--- src/design/trg_consts.svh ---
// Constants of the timeout reset guard: offsets, fields, resets.
// Assumes inclusion by bare name from the guard module and the testbench.
//
// Notes on behaviour
// - Nothing counts or resets before software enables.
// - Config bit one enables chip reset.
// - Config bit zero enables counting down.
// - Counting without trigger never resets the chip.
// - Prescaler count readable, advances each enabled clock.
// - Prescaler wraps to zero, decrements timeout counter.
// - Prescaler runs on oscillator clock, not PLL.
// - Wrap register divides by value plus one.
// - Timeout counter decrements per period, software-loadable.
// - Zero count with trigger issues chip reset.
// - Fired flag survives chip reset, power-on clears.
`ifndef TRG_CONSTS_SVH
`define TRG_CONSTS_SVH

// ----------------------------------------
// Register offsets
// ----------------------------------------
`define TRG_OFF_CFG 16'hF020
`define TRG_OFF_PRE 16'hF021
`define TRG_OFF_WRAP 16'hF022
`define TRG_OFF_CNT 16'hF023
`define TRG_OFF_STAT 16'hF024
`define TRG_OFF_ISTAT 16'hF025
`define TRG_OFF_IMASK 16'hF026

// ----------------------------------------
// Field positions
// ----------------------------------------
`define TRG_CFG_CNT_BIT 0
`define TRG_CFG_TRG_BIT 1
`define TRG_CFG_W 2
`define TRG_STAT_FIRED_BIT 0
`define TRG_EV_ZERO_BIT 0
`define TRG_EV_RST_BIT 1
`define TRG_EV_NUM 2

// ----------------------------------------
// Reset values and counts
// ----------------------------------------
`define TRG_CFG_RST 2'h0
`define TRG_PRE_RST 16'h0000
`define TRG_WRAP_RST 16'hFFFF
`define TRG_CNT_RST 12'hFFF
`define TRG_PULSE_LEN 8'h10
`define TRG_DATA_ZERO 32'h0000_0000

`endif

--- src/design/trg_pkg.sv ---
// Types of the timeout reset guard.
// Assumes the constants header beside it.
package trg_pkg;

  // ----------------------------------------
  // Guard state
  // ----------------------------------------
  typedef enum logic [1:0]
  {
    TRG_ST_RUN = 2'h0,
    TRG_ST_HOLD = 2'h1
  } trg_state_e;

endpackage : trg_pkg

--- src/design/trg_timeout_reset_guard.sv ---
// Timeout reset guard: prescaler, timeout counter, chip reset, irq.
// Assumes REF_CLK_I is the oscillator input and RST_I power-on reset.
//
// The implementer's own choice: the strobed register port.
`timescale 1ns/1ps
`include "trg_consts.svh"

module trg_timeout_reset_guard
  import trg_pkg::*;
#(
  parameter int PRE_W = 16,
  parameter int CNT_W = 12,
  parameter int PULSE_W = 8
)
(
  // Clock, reset, enable
  input wire logic REF_CLK_I,
  input wire logic RST_I,
  input wire logic CE_I,
  // Register port
  input wire logic [15:0] ADDR_I,
  input wire logic [31:0] WDATA_I,
  input wire logic WR_I,
  input wire logic RD_I,
  output logic [31:0] RDATA_O,
  // Chip reset and interrupt
  output logic CHIP_RST_O,
  output logic IRQ_O
);

  // ----------------------------------------
  // Address decode
  // ----------------------------------------
  function automatic logic hit(input logic [15:0] a, input logic [15:0] o);
    hit = (a == o);
  endfunction : hit

  logic [`TRG_CFG_W-1:0] cfg_q;
  logic [`TRG_CFG_W-1:0] cfg_d;
  logic [PRE_W-1:0] pre_q;
  logic [PRE_W-1:0] pre_d;
  logic [PRE_W-1:0] wrap_q;
  logic [PRE_W-1:0] wrap_d;
  logic [CNT_W-1:0] cnt_q;
  logic [CNT_W-1:0] cnt_d;
  logic [PULSE_W-1:0] pulse_q;
  logic [PULSE_W-1:0] pulse_d;
  logic fired_q;
  logic fired_d;
  logic [`TRG_EV_NUM-1:0] ist_q;
  logic [`TRG_EV_NUM-1:0] ist_d;
  logic [`TRG_EV_NUM-1:0] imask_q;
  logic [`TRG_EV_NUM-1:0] imask_d;
  logic [`TRG_EV_NUM-1:0] ev;
  logic [31:0] rdata_q;
  logic [31:0] rdata_d;
  logic [31:0] rd_mux;
  trg_state_e state_q;
  trg_state_e state_d;

  wire run = (state_q == TRG_ST_RUN);
  wire count_en = cfg_q[`TRG_CFG_CNT_BIT];
  wire trig_en = cfg_q[`TRG_CFG_TRG_BIT];
  wire wr_cfg = WR_I && hit(ADDR_I, `TRG_OFF_CFG);
  wire wr_wrap = WR_I && hit(ADDR_I, `TRG_OFF_WRAP);
  wire wr_cnt = WR_I && hit(ADDR_I, `TRG_OFF_CNT);
  wire wr_ist = WR_I && hit(ADDR_I, `TRG_OFF_ISTAT);
  wire wr_imask = WR_I && hit(ADDR_I, `TRG_OFF_IMASK);
  wire cnt_zero = (cnt_q == CNT_W'(0));
  wire pulse_done = (pulse_q == PULSE_W'(0));

  // ----------------------------------------
  // Prescaler and timeout counter
  // ----------------------------------------
  wire wrap_hit = run && count_en && (pre_q == wrap_q);
  wire fire = run && count_en && trig_en && cnt_zero;

  assign pre_d = !run ? PRE_W'(`TRG_PRE_RST)
               : !count_en ? pre_q
               : wrap_hit ? PRE_W'(0)
               : pre_q + PRE_W'(1);

  assign cnt_d = !run ? CNT_W'(`TRG_CNT_RST)
               : wr_cnt ? WDATA_I[CNT_W-1:0]
               : wrap_hit ? cnt_q - CNT_W'(1)
               : cnt_q;

  // ----------------------------------------
  // Software registers
  // ----------------------------------------
  assign cfg_d = !run ? `TRG_CFG_RST
               : wr_cfg ? WDATA_I[`TRG_CFG_W-1:0]
               : cfg_q;

  assign wrap_d = !run ? PRE_W'(`TRG_WRAP_RST)
                : wr_wrap ? WDATA_I[PRE_W-1:0]
                : wrap_q;

  // ----------------------------------------
  // Chip reset sequencing
  // ----------------------------------------
  always_comb
  begin
    state_d = state_q;
    pulse_d = pulse_q;
    case (state_q)
      TRG_ST_RUN:
      begin
        if (fire)
        begin
          state_d = TRG_ST_HOLD;
          pulse_d = PULSE_W'(`TRG_PULSE_LEN - 8'h01);
        end
      end
      TRG_ST_HOLD:
      begin
        if (pulse_done)
          state_d = TRG_ST_RUN;
        else
          pulse_d = pulse_q - PULSE_W'(1);
      end
      default:
      begin
        state_d = TRG_ST_RUN;
        pulse_d = PULSE_W'(0);
      end
    endcase
  end

  assign fired_d = fired_q | fire;

  // ----------------------------------------
  // Interrupt status and mask
  // ----------------------------------------
  assign ev[`TRG_EV_ZERO_BIT] = wrap_hit && !wr_cnt && (cnt_q == CNT_W'(1));
  assign ev[`TRG_EV_RST_BIT] = fire;

  genvar gi;
  generate
    for (gi = 0; gi < `TRG_EV_NUM; gi++)
    begin : g_ist
      assign ist_d[gi] = ev[gi] | (ist_q[gi] & ~(wr_ist & WDATA_I[gi]));
    end
  endgenerate

  assign imask_d = wr_imask ? WDATA_I[`TRG_EV_NUM-1:0] : imask_q;

  // ----------------------------------------
  // Read path
  // ----------------------------------------
  assign rd_mux =
      hit(ADDR_I, `TRG_OFF_CFG) ? 32'(cfg_q)
    : hit(ADDR_I, `TRG_OFF_PRE) ? 32'(pre_q)
    : hit(ADDR_I, `TRG_OFF_WRAP) ? 32'(wrap_q)
    : hit(ADDR_I, `TRG_OFF_CNT) ? 32'(cnt_q)
    : hit(ADDR_I, `TRG_OFF_STAT) ? 32'(fired_q)
    : hit(ADDR_I, `TRG_OFF_ISTAT) ? 32'(ist_q)
    : hit(ADDR_I, `TRG_OFF_IMASK) ? 32'(imask_q)
    : `TRG_DATA_ZERO;

  assign rdata_d = RD_I ? rd_mux : `TRG_DATA_ZERO;

  // ----------------------------------------
  // Flip-flops
  // ----------------------------------------
  always_ff @(posedge REF_CLK_I or posedge RST_I)
  begin
    if (RST_I)
    begin
      cfg_q <= `TRG_CFG_RST;
      pre_q <= PRE_W'(`TRG_PRE_RST);
      wrap_q <= PRE_W'(`TRG_WRAP_RST);
      cnt_q <= CNT_W'(`TRG_CNT_RST);
    end
    else if (CE_I)
    begin
      cfg_q <= cfg_d;
      pre_q <= pre_d;
      wrap_q <= wrap_d;
      cnt_q <= cnt_d;
    end
  end

  always_ff @(posedge REF_CLK_I or posedge RST_I)
  begin
    if (RST_I)
    begin
      state_q <= TRG_ST_RUN;
      pulse_q <= PULSE_W'(0);
      fired_q <= 1'b0;
    end
    else if (CE_I)
    begin
      state_q <= state_d;
      pulse_q <= pulse_d;
      fired_q <= fired_d;
    end
  end

  always_ff @(posedge REF_CLK_I or posedge RST_I)
  begin
    if (RST_I)
    begin
      ist_q <= '0;
      imask_q <= '0;
      rdata_q <= `TRG_DATA_ZERO;
    end
    else if (CE_I)
    begin
      ist_q <= ist_d;
      imask_q <= imask_d;
      rdata_q <= rdata_d;
    end
  end

  // ----------------------------------------
  // Outputs
  // ----------------------------------------
  assign RDATA_O = rdata_q;
  assign CHIP_RST_O = (state_q == TRG_ST_HOLD);
  assign IRQ_O = |(ist_q & imask_q);
endmodule : trg_timeout_reset_guard

--- config.mk ---
export PLATFORM = sky130hd
export DESIGN_NAME = trg_timeout_reset_guard
export DESIGN_NICKNAME = d
export VERILOG_FILES = /design/src/design/trg_pkg.sv /design/src/design/trg_timeout_reset_guard.sv
export VERILOG_INCLUDE_DIRS = /design/src /design/src/design
export SDC_FILE = /design/constraint.sdc
export NUM_CORES = 1
export LEC_CHECK = 0
export BUFFER_PORTS_ARGS = -buffer_cell sky130_fd_sc_hd__buf_2
export CAP_MARGIN = 20
export CORE_MARGIN = 5
export CORE_UTILIZATION = 56
export DETAILED_ROUTE_END_ITERATION = 7
export GPL_TIMING_DRIVEN = 0
export HOLD_SLACK_MARGIN = 0.12
export MAX_ROUTING_LAYER = met4
export PLACE_DENSITY = 0.81
export SLEW_MARGIN = 20
export SYNTH_ARGS = -nofsm -noshare
export SYNTH_HDL_FRONTEND = slang
export SYNTH_SLANG_ARGS = --single-unit
--- constraint.sdc ---
create_clock -name REF_CLK_I -period 3.4 [get_ports REF_CLK_I]
set_clock_uncertainty 0.1 [all_clocks]
set_input_delay 0.68 -clock REF_CLK_I [delete_from_list [all_inputs] [get_ports REF_CLK_I]]
set_output_delay 0.68 -clock REF_CLK_I [all_outputs]
set_load 0.02 [all_outputs]
**Word-level counts from Yosys, hierarchy flattened**

Index checks and enable logic that the tools add are counted.

- Flip-flop bits (word level): 93
- Input bits: 53
- Output and inout bits: 34
- Logic and storage cells: 87

- $add $sub $neg: 3
- Equal/unequal tests: 17
- Multiplexer cells: 24
- Bitwise logic cells: 10
- Reductions and logical operators: 23

Operator list:

| operator | number |
|---|---|
| 2-to-1 mux 16 bit | 9 |
| equality test 16 bit (second input constant) | 7 |
| 2-to-1 mux 12 bit | 4 |
| adder 16 x 1 -> 16 bit (second input constant) | 1 |
| equality test 16 bit | 1 |
| 2-to-1 mux 8 bit | 2 |
| case mux 8 bit (2 select lines) | 1 |
| 2-to-1 mux 2 bit | 7 |
| equality test 12 x 1 -> 1 bit (second input constant) | 1 |
| zero test 12 bit | 1 |
| subtractor 12 x 1 -> 12 bit (second input constant) | 1 |
| logical AND 1 bit | 11 |
| AND reduction 2 bit | 5 |
| zero test 8 bit | 1 |
| inequality test 2 x 1 -> 1 bit (second input constant) | 4 |
| subtractor 8 x 1 -> 8 bit (second input constant) | 1 |
| AND reduction 3 bit | 2 |
| AND 1 bit | 4 |
| inequality test 2 bit (second input constant) | 2 |
| case mux 2 bit (2 select lines) | 1 |
| inequality test 3 x 1 -> 1 bit (second input constant) | 1 |
| bitwise OR 1 bit | 3 |
| AND 2 bit | 1 |
| equality test 2 x 1 -> 1 bit (second input constant) | 1 |
| other kinds (4) | 5 |

**Logic depth before layout (Yosys ltp)**

Gate-level depths: netlist (run 1).

- Word-level depth: 9
- Gate-level depth with buffers: 8
- Gate-level depth less buffers: 8

**Worst setup path after synthesis (run 1)**

Ideal clock, no wire load.

- Kind: input port to flip-flop
- Start: input ADDR_I[9]
- End: register cfg_q[0]
- Data arrival time: 2.783 ns
- Data required time: 3.178 ns
- Slack: 0.396 ns
- Stages on the path: 7
- Cells stage by stage: or4_1 > or4_1 > buf_6 > or4_4 > nor2_1 > o21ai_0 > a32o_1

- Cells in the longest elaborated chain, start to end: 4

Ends and longest elaborated chain:

| element | line | text |
|---|---|---|
| start: declaration | trg_timeout_reset_guard.sv:21 | `input wire logic [15:0] ADDR_I,` |
| equality test 16 bit | trg_timeout_reset_guard.sv:35 | `hit = (a == o);` |
| logical AND 1 bit | trg_timeout_reset_guard.sv:64 | `` wire wr_cfg = WR_I && hit(ADDR_I, `TRG_OFF_CFG); `` |
| inequality test 2 x 1 -> 1 bit (no source line) | n/a |  |
| AND reduction 2 bit (no source line) | n/a |  |
| end signal: assignment | trg_timeout_reset_guard.sv:170 | `` cfg_q <= `TRG_CFG_RST; `` |
| end signal: assignment | trg_timeout_reset_guard.sv:177 | `cfg_q <= cfg_d;` |
| end: declaration | trg_timeout_reset_guard.sv:38 | `` logic [`TRG_CFG_W-1:0] cfg_q; `` |

No other way between the ends.
A chain may end at the register's enable or synchronous reset.

**Final worst setup path (run 1)**

- Start: input ADDR_I[9]
- End: register wrap_q[8]

- Cells in the longest elaborated chain, start to end: 4

Ends and longest elaborated chain:

| element | line | text |
|---|---|---|
| equality test 16 bit | trg_timeout_reset_guard.sv:35 |  |
| logical AND 1 bit | trg_timeout_reset_guard.sv:65 | `` wire wr_wrap = WR_I && hit(ADDR_I, `TRG_OFF_WRAP); `` |
| inequality test 2 x 1 -> 1 bit (no source line) | n/a |  |
| AND reduction 2 bit (no source line) | n/a |  |
| end signal: assignment | trg_timeout_reset_guard.sv:172 | `` wrap_q <= PRE_W'(`TRG_WRAP_RST); `` |
| end signal: assignment | trg_timeout_reset_guard.sv:179 | `wrap_q <= wrap_d;` |
| end: declaration | trg_timeout_reset_guard.sv:42 | `logic [PRE_W-1:0] wrap_q;` |

No other way between the ends.

==> results by stage, run 1 <==
Final layout:
- The number of nets at the end of the flow is 592.
- The multi-input logic area is 2240 um2.
- The finished layout holds between 600 and 700 standard cells, fillers aside.
- 0 antenna diodes ended up in the layout.
- The area taken by flip-flops and latches is approximately 1900 um2.
- The number of fill cells is 634.
- The layout cell share with drive strength beyond 1 is 24.7%.
- The area growth from synthesis to final layout is 15.0%.

Drt:
- The first detailed-routing pass took 6 iterations.
- The met2 wirelength from detailed routing is about 6100 um.
- For this run, design rule violations remaining after detail routing come to 0.
- The sum of routed wire segments on met1 is 4790 um.
- The violation count after the first detailed-route iteration is 421.
- In the final routed layout, each cell accounts on average for 19.4 um.
- The total detailed-routing wirelength is 12500 um.
- The routed design uses 1190 um of met3 wire.
- The via-per-instance ratio is ~6.3.
- The final route contains 4063 vias.
- The number of routed nets with antenna violations is 0.
- The top routing layer in use is met4.

Clocking:
- For the worst-skew pair, the clock arrives at the later sink with an insertion delay of 0.36 ns.
- Hold repair after CTS inserted 0 buffers.
- The tree built by TritonCTS fans out to between 70 and 80 sinks.
- In this run the post-CTS setup repair buffer count came out at 0.
- TritonCTS built the clock tree.
- The clock transition at the registers of the reported paths is 0.09 ns.
- The maximum count of clock buffers along a single path is 2.
- The root buffer cell is sky130_fd_sc_hd__clkbuf_8.
- In this run the number of H-tree levels came out at 3.
- The number of buffers created by CTS is 9.
- The post-CTS resize count is 0.

Pwr:
- The highest ir drop seen on vdd is ~0.22 mV.
- In this run the power density over the cells is 356 nW/um2.
- The standby leakage power is 0.00220 uW.

STA:
- Setup slack on the critical path of the routed design comes to about 0.32 ns.
- The setup violation total in the final timing report is 0.
- The slew at the pin closest to its max-slew limit is 0.943 ns.
- The worst path in the final design needs a cycle of about 3 ns, including I/O delays and setup.
- The number of hold violations in the final report is 0.
- The count of pins over their slew limit was 0.
- The share of the clock period used by the worst path after layout is 90.5%.
- Setup repair after global routing left no endpoint under its margin.
- The tightest slew margin relative to the limit is 36.8%.
- Derived from the worst setup path, the maximum achievable clock frequency is about 320 MHz.
- The post-route setup TNS is 0 ns.

Critical path:
- STA classifies the critical path startpoint as a primary input.
- At the worst endpoint, the required time is 3.60 ns.
- The biggest fanout along the worst timing path is 10.
- The startpoint of the most critical register-to-register path is pre_q[5]$_DFFE_PP0P_.
- The arrival time of the worst setup path is 3.28 ns.
- The worst setup path startpoint is ADDR_I[9].
- The worst setup path is captured at a flip-flop.
- The critical path class is primary input to flip-flop.

Floorplan:
- For this configuration, the core starts out at a cell density of between 50% and 60%.
- The die extent in y is 98.8 um.
- The area of the core is slightly below 8000 um2.
- The number of cell rows is 32.
- The die is 98.8 um wide.
- The number of top-level pins is between 80 and 90.
- The die covers 9760 um2.

Synthesis:
- The average instance in the mapped netlist occupies 9.73 um2.
- In the synthesized netlist the dominant register cell turns out to be sky130_fd_sc_hd__dfrtp_1.
- The netlist area before placement is roughly 4400 um2.
- After synthesis, the netlist uses 59 different library cells.
- The cell count after synthesis is 454.
- The share of synthesized registers carrying an async set or reset is 100%.
- The register area share after synthesis is between 40% and 50%.
- The number of flops mapped to enable cells by yosys is 0.
- The post-synthesis sequential element count is 76.
- The yosys synthesis warning count is 0.

Place:
- The wire-length estimate of the detail-placed layout is roughly 9000 um.
- The final estimated routing congestion in global placement is ~0.93.
- The setup slack after placement is -0.0318 ns.
- The cell count after placement is 625.
- The count of buffers from port buffering is 53.

Run status:
- The flow ran to the end, and the final reports show no timing, DRC or antenna violations.

Global route:
- Entering global routing, the biggest net connects 46 pins.
- The first global-routing pass estimated ~20000 um of wire.
- For this run the aggregate overflow at the end of global routing stands at 0.
- The initial antenna violation count is 0.
- The number of global-route vias before repair is 3894.
- The global router's overall resource usage is around 27%.

Run:
- The tool flagged a number of max-cap violations equal to 0.

Hold path:
- The classification of the worst-slack hold path is primary input to async pin.
## report_power, final
group	total, uW	internal [uW]	switching, uW
Clock	664	275	389
Sequential	977	946	30.9
Combinational	166	67.1	98.6
Total	1810	1290	519
## layer usage
metal / vias to the layer above / global-route usage, %
met5: - / -
met4: 0 / 10.3
met3: 51 / 5.52
met1: 1934 / 34.4
li1: 1832 / -
met2: 246 / 41.7
## cell usage after synthesis, types with 5 or more instances
library cell / count / area share (%)
sky130_fd_sc_hd__dfrtp_1: 48 / 27
sky130_fd_sc_hd__nor2_1: 37 / 3.1
sky130_fd_sc_hd__dfstp_2: 28 / 17
sky130_fd_sc_hd__xor2_1: 28 / 5.6
sky130_fd_sc_hd__nand2_1: 25 / 2.1
sky130_fd_sc_hd__clkbuf_1: 21 / 1.8
sky130_fd_sc_hd__nand3_1: 17 / 1.9
sky130_fd_sc_hd__o22a_1: 17 / 3.4
sky130_fd_sc_hd__a21oi_1: 16 / 1.8
sky130_fd_sc_hd__buf_4: 16 / 2.7
sky130_fd_sc_hd__o2bb2ai_1: 16 / 3.2
sky130_fd_sc_hd__nor3_1: 14 / 1.6
sky130_fd_sc_hd__inv_1: 13 / 1.1
sky130_fd_sc_hd__or4_1: 11 / 1.9
sky130_fd_sc_hd__a222oi_1: 10 / 2.3
sky130_fd_sc_hd__o21ai_0: 10 / 1.1
sky130_fd_sc_hd__nand4_1: 8 / 1.1
sky130_fd_sc_hd__nor4_1: 7 / 0.99
sky130_fd_sc_hd__a22oi_1: 6 / 1.0
sky130_fd_sc_hd__a31oi_1: 6 / 0.85
sky130_fd_sc_hd__and3_1: 6 / 0.85
sky130_fd_sc_hd__o31ai_1: 6 / 1.0
sky130_fd_sc_hd__or3_1: 6 / 0.85
sky130_fd_sc_hd__and2_1: 5 / 0.71
sky130_fd_sc_hd__ha_1: 5 / 1.4
sky130_fd_sc_hd__nand2b_1: 5 / 0.71
sky130_fd_sc_hd__nor2b_1: 5 / 0.71
sky130_fd_sc_hd__xnor2_1: 5 / 0.99
## area by class of cell
cell class | count | area share (%)
multi-input cells | 336 | 44.2
flip-flops and latches | 76 | 38.1
repair buffers | 54 | 5.76
plain buffers | 43 | 4.73
well taps | 102 | 2.51
clock buffers | 9 | 2.44
clock inverters | 7 | 1.16
inverters | 14 | 1.08
## cell usage in the layout (no fill, tap or decap), types with 3 or more instances in the layout
| cell type | count |
|---|---|
| sky130_fd_sc_hd__a32o_1 | 3 |
| sky130_fd_sc_hd__xor2_1 | 28 |
| sky130_fd_sc_hd__nor3_1 | 14 |
| sky130_fd_sc_hd__a222oi_1 | 10 |
| sky130_fd_sc_hd__ha_1 | 5 |
| sky130_fd_sc_hd__conb_1 | 16 |
| sky130_fd_sc_hd__nand3_1 | 17 |
| sky130_fd_sc_hd__a31oi_1 | 6 |
| sky130_fd_sc_hd__nor4_1 | 7 |
| sky130_fd_sc_hd__nor2_1 | 37 |
| sky130_fd_sc_hd__nor2b_1 | 5 |
| sky130_fd_sc_hd__buf_4 | 16 |
| sky130_fd_sc_hd__inv_1 | 12 |
| sky130_fd_sc_hd__o21ai_0 | 10 |
| sky130_fd_sc_hd__dfrtp_1 | 48 |
| sky130_fd_sc_hd__o2bb2ai_1 | 16 |
| sky130_fd_sc_hd__dfstp_2 | 28 |
| sky130_fd_sc_hd__mux2_2 | 3 |
| sky130_fd_sc_hd__o31a_1 | 3 |
| sky130_fd_sc_hd__nand2b_1 | 5 |
| sky130_fd_sc_hd__o31ai_1 | 6 |
| sky130_fd_sc_hd__or4_1 | 11 |
| sky130_fd_sc_hd__buf_2 | 56 |
| sky130_fd_sc_hd__a22oi_1 | 6 |
| sky130_fd_sc_hd__and2_1 | 5 |
| sky130_fd_sc_hd__clkbuf_8 | 9 |
| sky130_fd_sc_hd__nand2_1 | 25 |
| sky130_fd_sc_hd__or2_2 | 3 |
| sky130_fd_sc_hd__o211ai_1 | 4 |
| sky130_fd_sc_hd__clkbuf_1 | 21 |
| sky130_fd_sc_hd__nand4_1 | 8 |
| sky130_fd_sc_hd__a21o_1 | 3 |
| sky130_fd_sc_hd__o22a_1 | 17 |
| sky130_fd_sc_hd__o22ai_1 | 4 |
| sky130_fd_sc_hd__a21oi_1 | 16 |
| sky130_fd_sc_hd__inv_6 | 3 |
| sky130_fd_sc_hd__or3_1 | 6 |
| sky130_fd_sc_hd__and3_1 | 6 |
| sky130_fd_sc_hd__xnor2_1 | 5 |
## registers in the layout (all words and copies together) (netlist names)
| register | flops |
|---|---|
| cnt_q | 12 |
| imask_q | 2 |
| pulse_q | 8 |
| cfg_q | 2 |
| RDATA_O | 16 |
| ist_q | 2 |
| fired_q | 1 |
| wrap_q | 16 |
| state_q | 1 |
| pre_q | 16 |
## cells by family (layout without fill, tap and decap cells)
kind of cell	count (synthesis)	count (layout)	synth area share, %
other	1	16	0.0849
buffers and inverters	57	127	6.63
AND/OR/NAND/NOR	159	159	19.7
flip-flops	76	76	43.9
AO/OA/AOI/OAI	119	119	20.7
adder cells (fa/ha/maj)	5	5	1.42
multiplexers	4	4	0.991
XOR/XNOR	33	33	6.54
## worst max-delay path, cell delays in order
cell,delay [ns]
sky130_fd_sc_hd__buf_2,0.10
sky130_fd_sc_hd__or4_1,0.53
sky130_fd_sc_hd__or4_1,0.53
sky130_fd_sc_hd__buf_6,0.17
sky130_fd_sc_hd__nor4b_4,0.49
sky130_fd_sc_hd__nand2_2,0.14
sky130_fd_sc_hd__a21oi_4,0.29
sky130_fd_sc_hd__buf_6,0.20
sky130_fd_sc_hd__o22a_1,0.15
## path summary, 6_finish.rpt
kind	end	slack [ns]	cells after the start
setup / recovery	wrap_q[8]$_DFFE_PP1P_	0.32	9
hold / removal	RDATA_O[10]$_DFFE_PP0P_	0.22	2
hold reg to reg	fired_q$_DFFE_PP0P_	0.39	1
min in group REF_CLK_I	fired_q$_DFFE_PP0P_	0.39	1
max in group asynchronous	cnt_q[3]$_DFFE_PP1P_	2.35	3
setup reg to reg	cnt_q[5]$_DFFE_PP1P_	0.68	8
## per-stage QoR
step	utilization (%)	total power [uW]	hold WS (ns)	instance area, um2
after detailed placement	63.7	1150	0.367	4900
after global routing	66.1	1880	0.260	5080
after floorplan	-	1090	0.335	4470
after global placement	63.3	1150	0.357	4870
after CTS	66.1	1810	0.225	5080
final	66.1	1810	0.218	5080
(Power assumes the default switching activity.)
==> inputs of run 2 (changes only) <==
Settings changed: PLACE_DENSITY 0.81 to 0.77.
==> run 2 against run 1 <==
Against the previous run: critical path depth decreased by 1; sequential share of layout area down 0.084 points; sequential power about the same.
==> results by stage, run 2 (synthesis results as in run 1) <==
Run status:
- The run finished with clean final reports.

Clocking:
- Counting the buffers created by CTS gives 9.
- The clock passes through at most 2 buffers.
- The number of sinks on the clock net is 76.
- TritonCTS built the clock tree.
- CTS built an H-tree with a depth of 3.
- The clock reaches the later pin of the worst-skew pair after roughly 0.36 ns.
- The number of setup buffers added after CTS is 0.
- The number of hold buffers added after CTS is 0.
- Clock-pin slew was measured on the worst setup and hold paths at 0.09 ns.
- Once the clock tree was built, the resizer swapped 0 gates to a different size.
- The cell sitting at the root of the clock tree is a sky130_fd_sc_hd__clkbuf_8.

STA:
- The tightest slew margin relative to the limit is 36.2%.
- The highest clock rate is roughly 320 MHz.
- Setup violations remaining at the end of the flow were counted as 0.
- The final worst setup slack is 0.298 ns.
- The count of pins over their slew limit was 0.
- Setup repair after global routing left no endpoint under its margin.
- The slew at the pin closest to its max-slew limit is 0.952 ns.
- The final critical path takes up ~90% of the cycle.
- The clock period minus final worst setup slack is about 3.1 ns.
- The number of hold violations in the final report came to 0.
- On the final layout, the worst hold slack is 0.226 ns.

Place:
- The post-place instance area is 4890 um2.
- During placement, the flow inserted port buffers numbering 53.
- The sum of net half-perimeters after detailed placement is 9370 um.
- The final estimated routing congestion in global placement is roughly 0.9.
- Timing analysis after detailed placement gives a worst setup slack of -0.0388 ns.

Global route:
- The global-route wire length before repair is 20700 um.
- The initial antenna violation count is 0.
- The global router's overall resource usage is 27.4%.
- The number of global-route vias before repair is 4047.
- The pin count of the biggest net entering global routing is 44.
- The sum of overflow across all layers after global routing is 0.

Final layout:
- The library cells used most frequently in the layout, excluding fill and tap cells, are sky130_fd_sc_hd__buf_2, sky130_fd_sc_hd__dfrtp_1, sky130_fd_sc_hd__nor2_1.
- The number of diodes is 0.
- The post-route netlist has approximately a quarter of its cells at a drive strength greater than 1.
- The area growth from synthesis to final layout is 15.2%.
- After routing the design area is about 5100 um2.
- The number of fill cells is 686.
- The most common library cell in the layout ignoring fill and taps is sky130_fd_sc_hd__buf_2.
- Summing all multi-input logic gate instances after layout gives 2240 um2.
- Across the whole layout, storage elements account for between 1500 and 2000 um2.
- At the end of the flow, the number of nets in the layout was around 590.

Run:
- Across the run, the number of max-cap violations was 0.

Floorplan:
- Measured along the x axis, the die boundary spans 98.8 um.
- The effective utilization at floorplan is ~57%.
- The floorplan has 32 rows.
- The floorplan step defined a core boundary enclosing 7690 um2.
- The die is 98.8 um tall.
- The die area is 9760 um2.
- During I/O placement, the number of pins put on the boundary was 87.

Pwr:
- The total internal power is ~1400 uW.
- Dividing total power by cell area gives a power density of 366 nW/um2.
- The switching power is 491 uW.
- Per report_power, the clock group accounts for 38.6% of the total.
- The fraction of power consumed by sequential logic is 52.5%.
- The proportion of power drawn by combinational gates is 8.9%.
- The completed layout was analyzed and its total power is 1860 uW.
- The standby leakage power is 0.00221 uW.
- The highest ir drop seen on vdd is 0.252 mV.
- Of the total power, the share spent switching nets is 26.4%.

Critical path:
- The required arrival time at the worst endpoint is about 3.6 ns.
- The worst setup path is launched from a primary input.
- The endpoint class of the critical path is a flip-flop.
- The setup path with the least slack is of type primary input to flip-flop.
- Of all nets on the critical path, the largest fanout is 10.
- The arrival time of the worst setup path is ~3.3 ns.

Hold path:
- The classification of the worst-slack hold path is primary input to async pin.

Drt:
- The total detailed-routing wirelength is 12700 um.
- The first detailed-routing pass ran for 5 iterations.
- The number of routed nets with antenna violations is 0.
- The total number of vias is 4041.
- The via-per-instance ratio is 6.30.
- The violation count after the first detailed-route iteration is 349.
- The final routed DRC violation total is 0.
- In the final routed layout, each cell accounts on average for 19.7 um.
run 2: changes by cell type in the layout (fill, tap and decap cells not counted):
cell                        previous run  this run
sky130_fd_sc_hd__buf_16                1         0
sky130_fd_sc_hd__buf_12                0         1
sky130_fd_sc_hd__clkinv_2              0         2
sky130_fd_sc_hd__clkbuf_8              9        10
sky130_fd_sc_hd__clkinv_4              2         1
sky130_fd_sc_hd__bufinv_16             0         1
sky130_fd_sc_hd__inv_6                 3         0
run 2: path summary, 6_finish.rpt:
check / startpoint / endpoint / slack [ns] / depth (start not counted)
min in group REF_CLK_I: fired_q$_DFFE_PP0P_ / fired_q$_DFFE_PP0P_ / 0.37 / 1
min reg2reg: fired_q$_DFFE_PP0P_ / fired_q$_DFFE_PP0P_ / 0.37 / 1
max in group asynchronous: RST_I / cnt_q[8]$_DFFE_PP1P_ / 2.33 / 3
max reg2reg: wrap_q[13]$_DFFE_PP1P_ / pre_q[2]$_DFFE_PP0P_ / 0.56 / 8
max: ADDR_I[9] / RDATA_O[2]$_DFFE_PP0P_ / 0.30 / 8
min: RST_I / RDATA_O[15]$_DFFE_PP0P_ / 0.23 / 2
run 2: per-layer routing:
layer	GRT usage (%)	wire, um	vias up
met5	-	0	-
met4	8.82	227	0
met3	3.96	879	28
met2	44.3	6290	178
met1	35.6	5260	2005
li1	-	-	1830
run 2: layout make-up:
cell class / count / area share, %
tap: 102 / 2.51
timing repair buffer: 54 / 5.60
multi-input combinational: 336 / 44.1
inverter: 14 / 1.08
clock buffer: 10 / 2.70
buffer: 43 / 4.72
sequential: 76 / 38.1
clock inverter: 6 / 1.25
run 2: per-stage QoR:
step	utilization, %	instances	setup TNS (ns)
6_report	66.2	641	0
5_1_grt	66.2	641	0
4_1_cts	66.2	641	0
3_5_place_dp	63.6	625	-0.324
3_3_place_gp	63.3	624	-10.26
2_1_floorplan	-	469	0
run 2: power groups by stage:
stage	clock network, uW	logic, uW	registers [uW]
floorplan	0	109	980
global placement	0	158	990
detailed placement	0	163	991
CTS	719	164	974
global route	771	182	978
finish	719	166	976
run 2: critical path, cell delays in order:
cell                        delay [ns]
sky130_fd_sc_hd__buf_2            0.09
sky130_fd_sc_hd__or4_1            0.53
sky130_fd_sc_hd__or4_1            0.53
sky130_fd_sc_hd__buf_6            0.17
sky130_fd_sc_hd__nor4b_4          0.57
sky130_fd_sc_hd__buf_2            0.38
sky130_fd_sc_hd__a222oi_1         0.16
sky130_fd_sc_hd__o2bb2ai_1        0.18
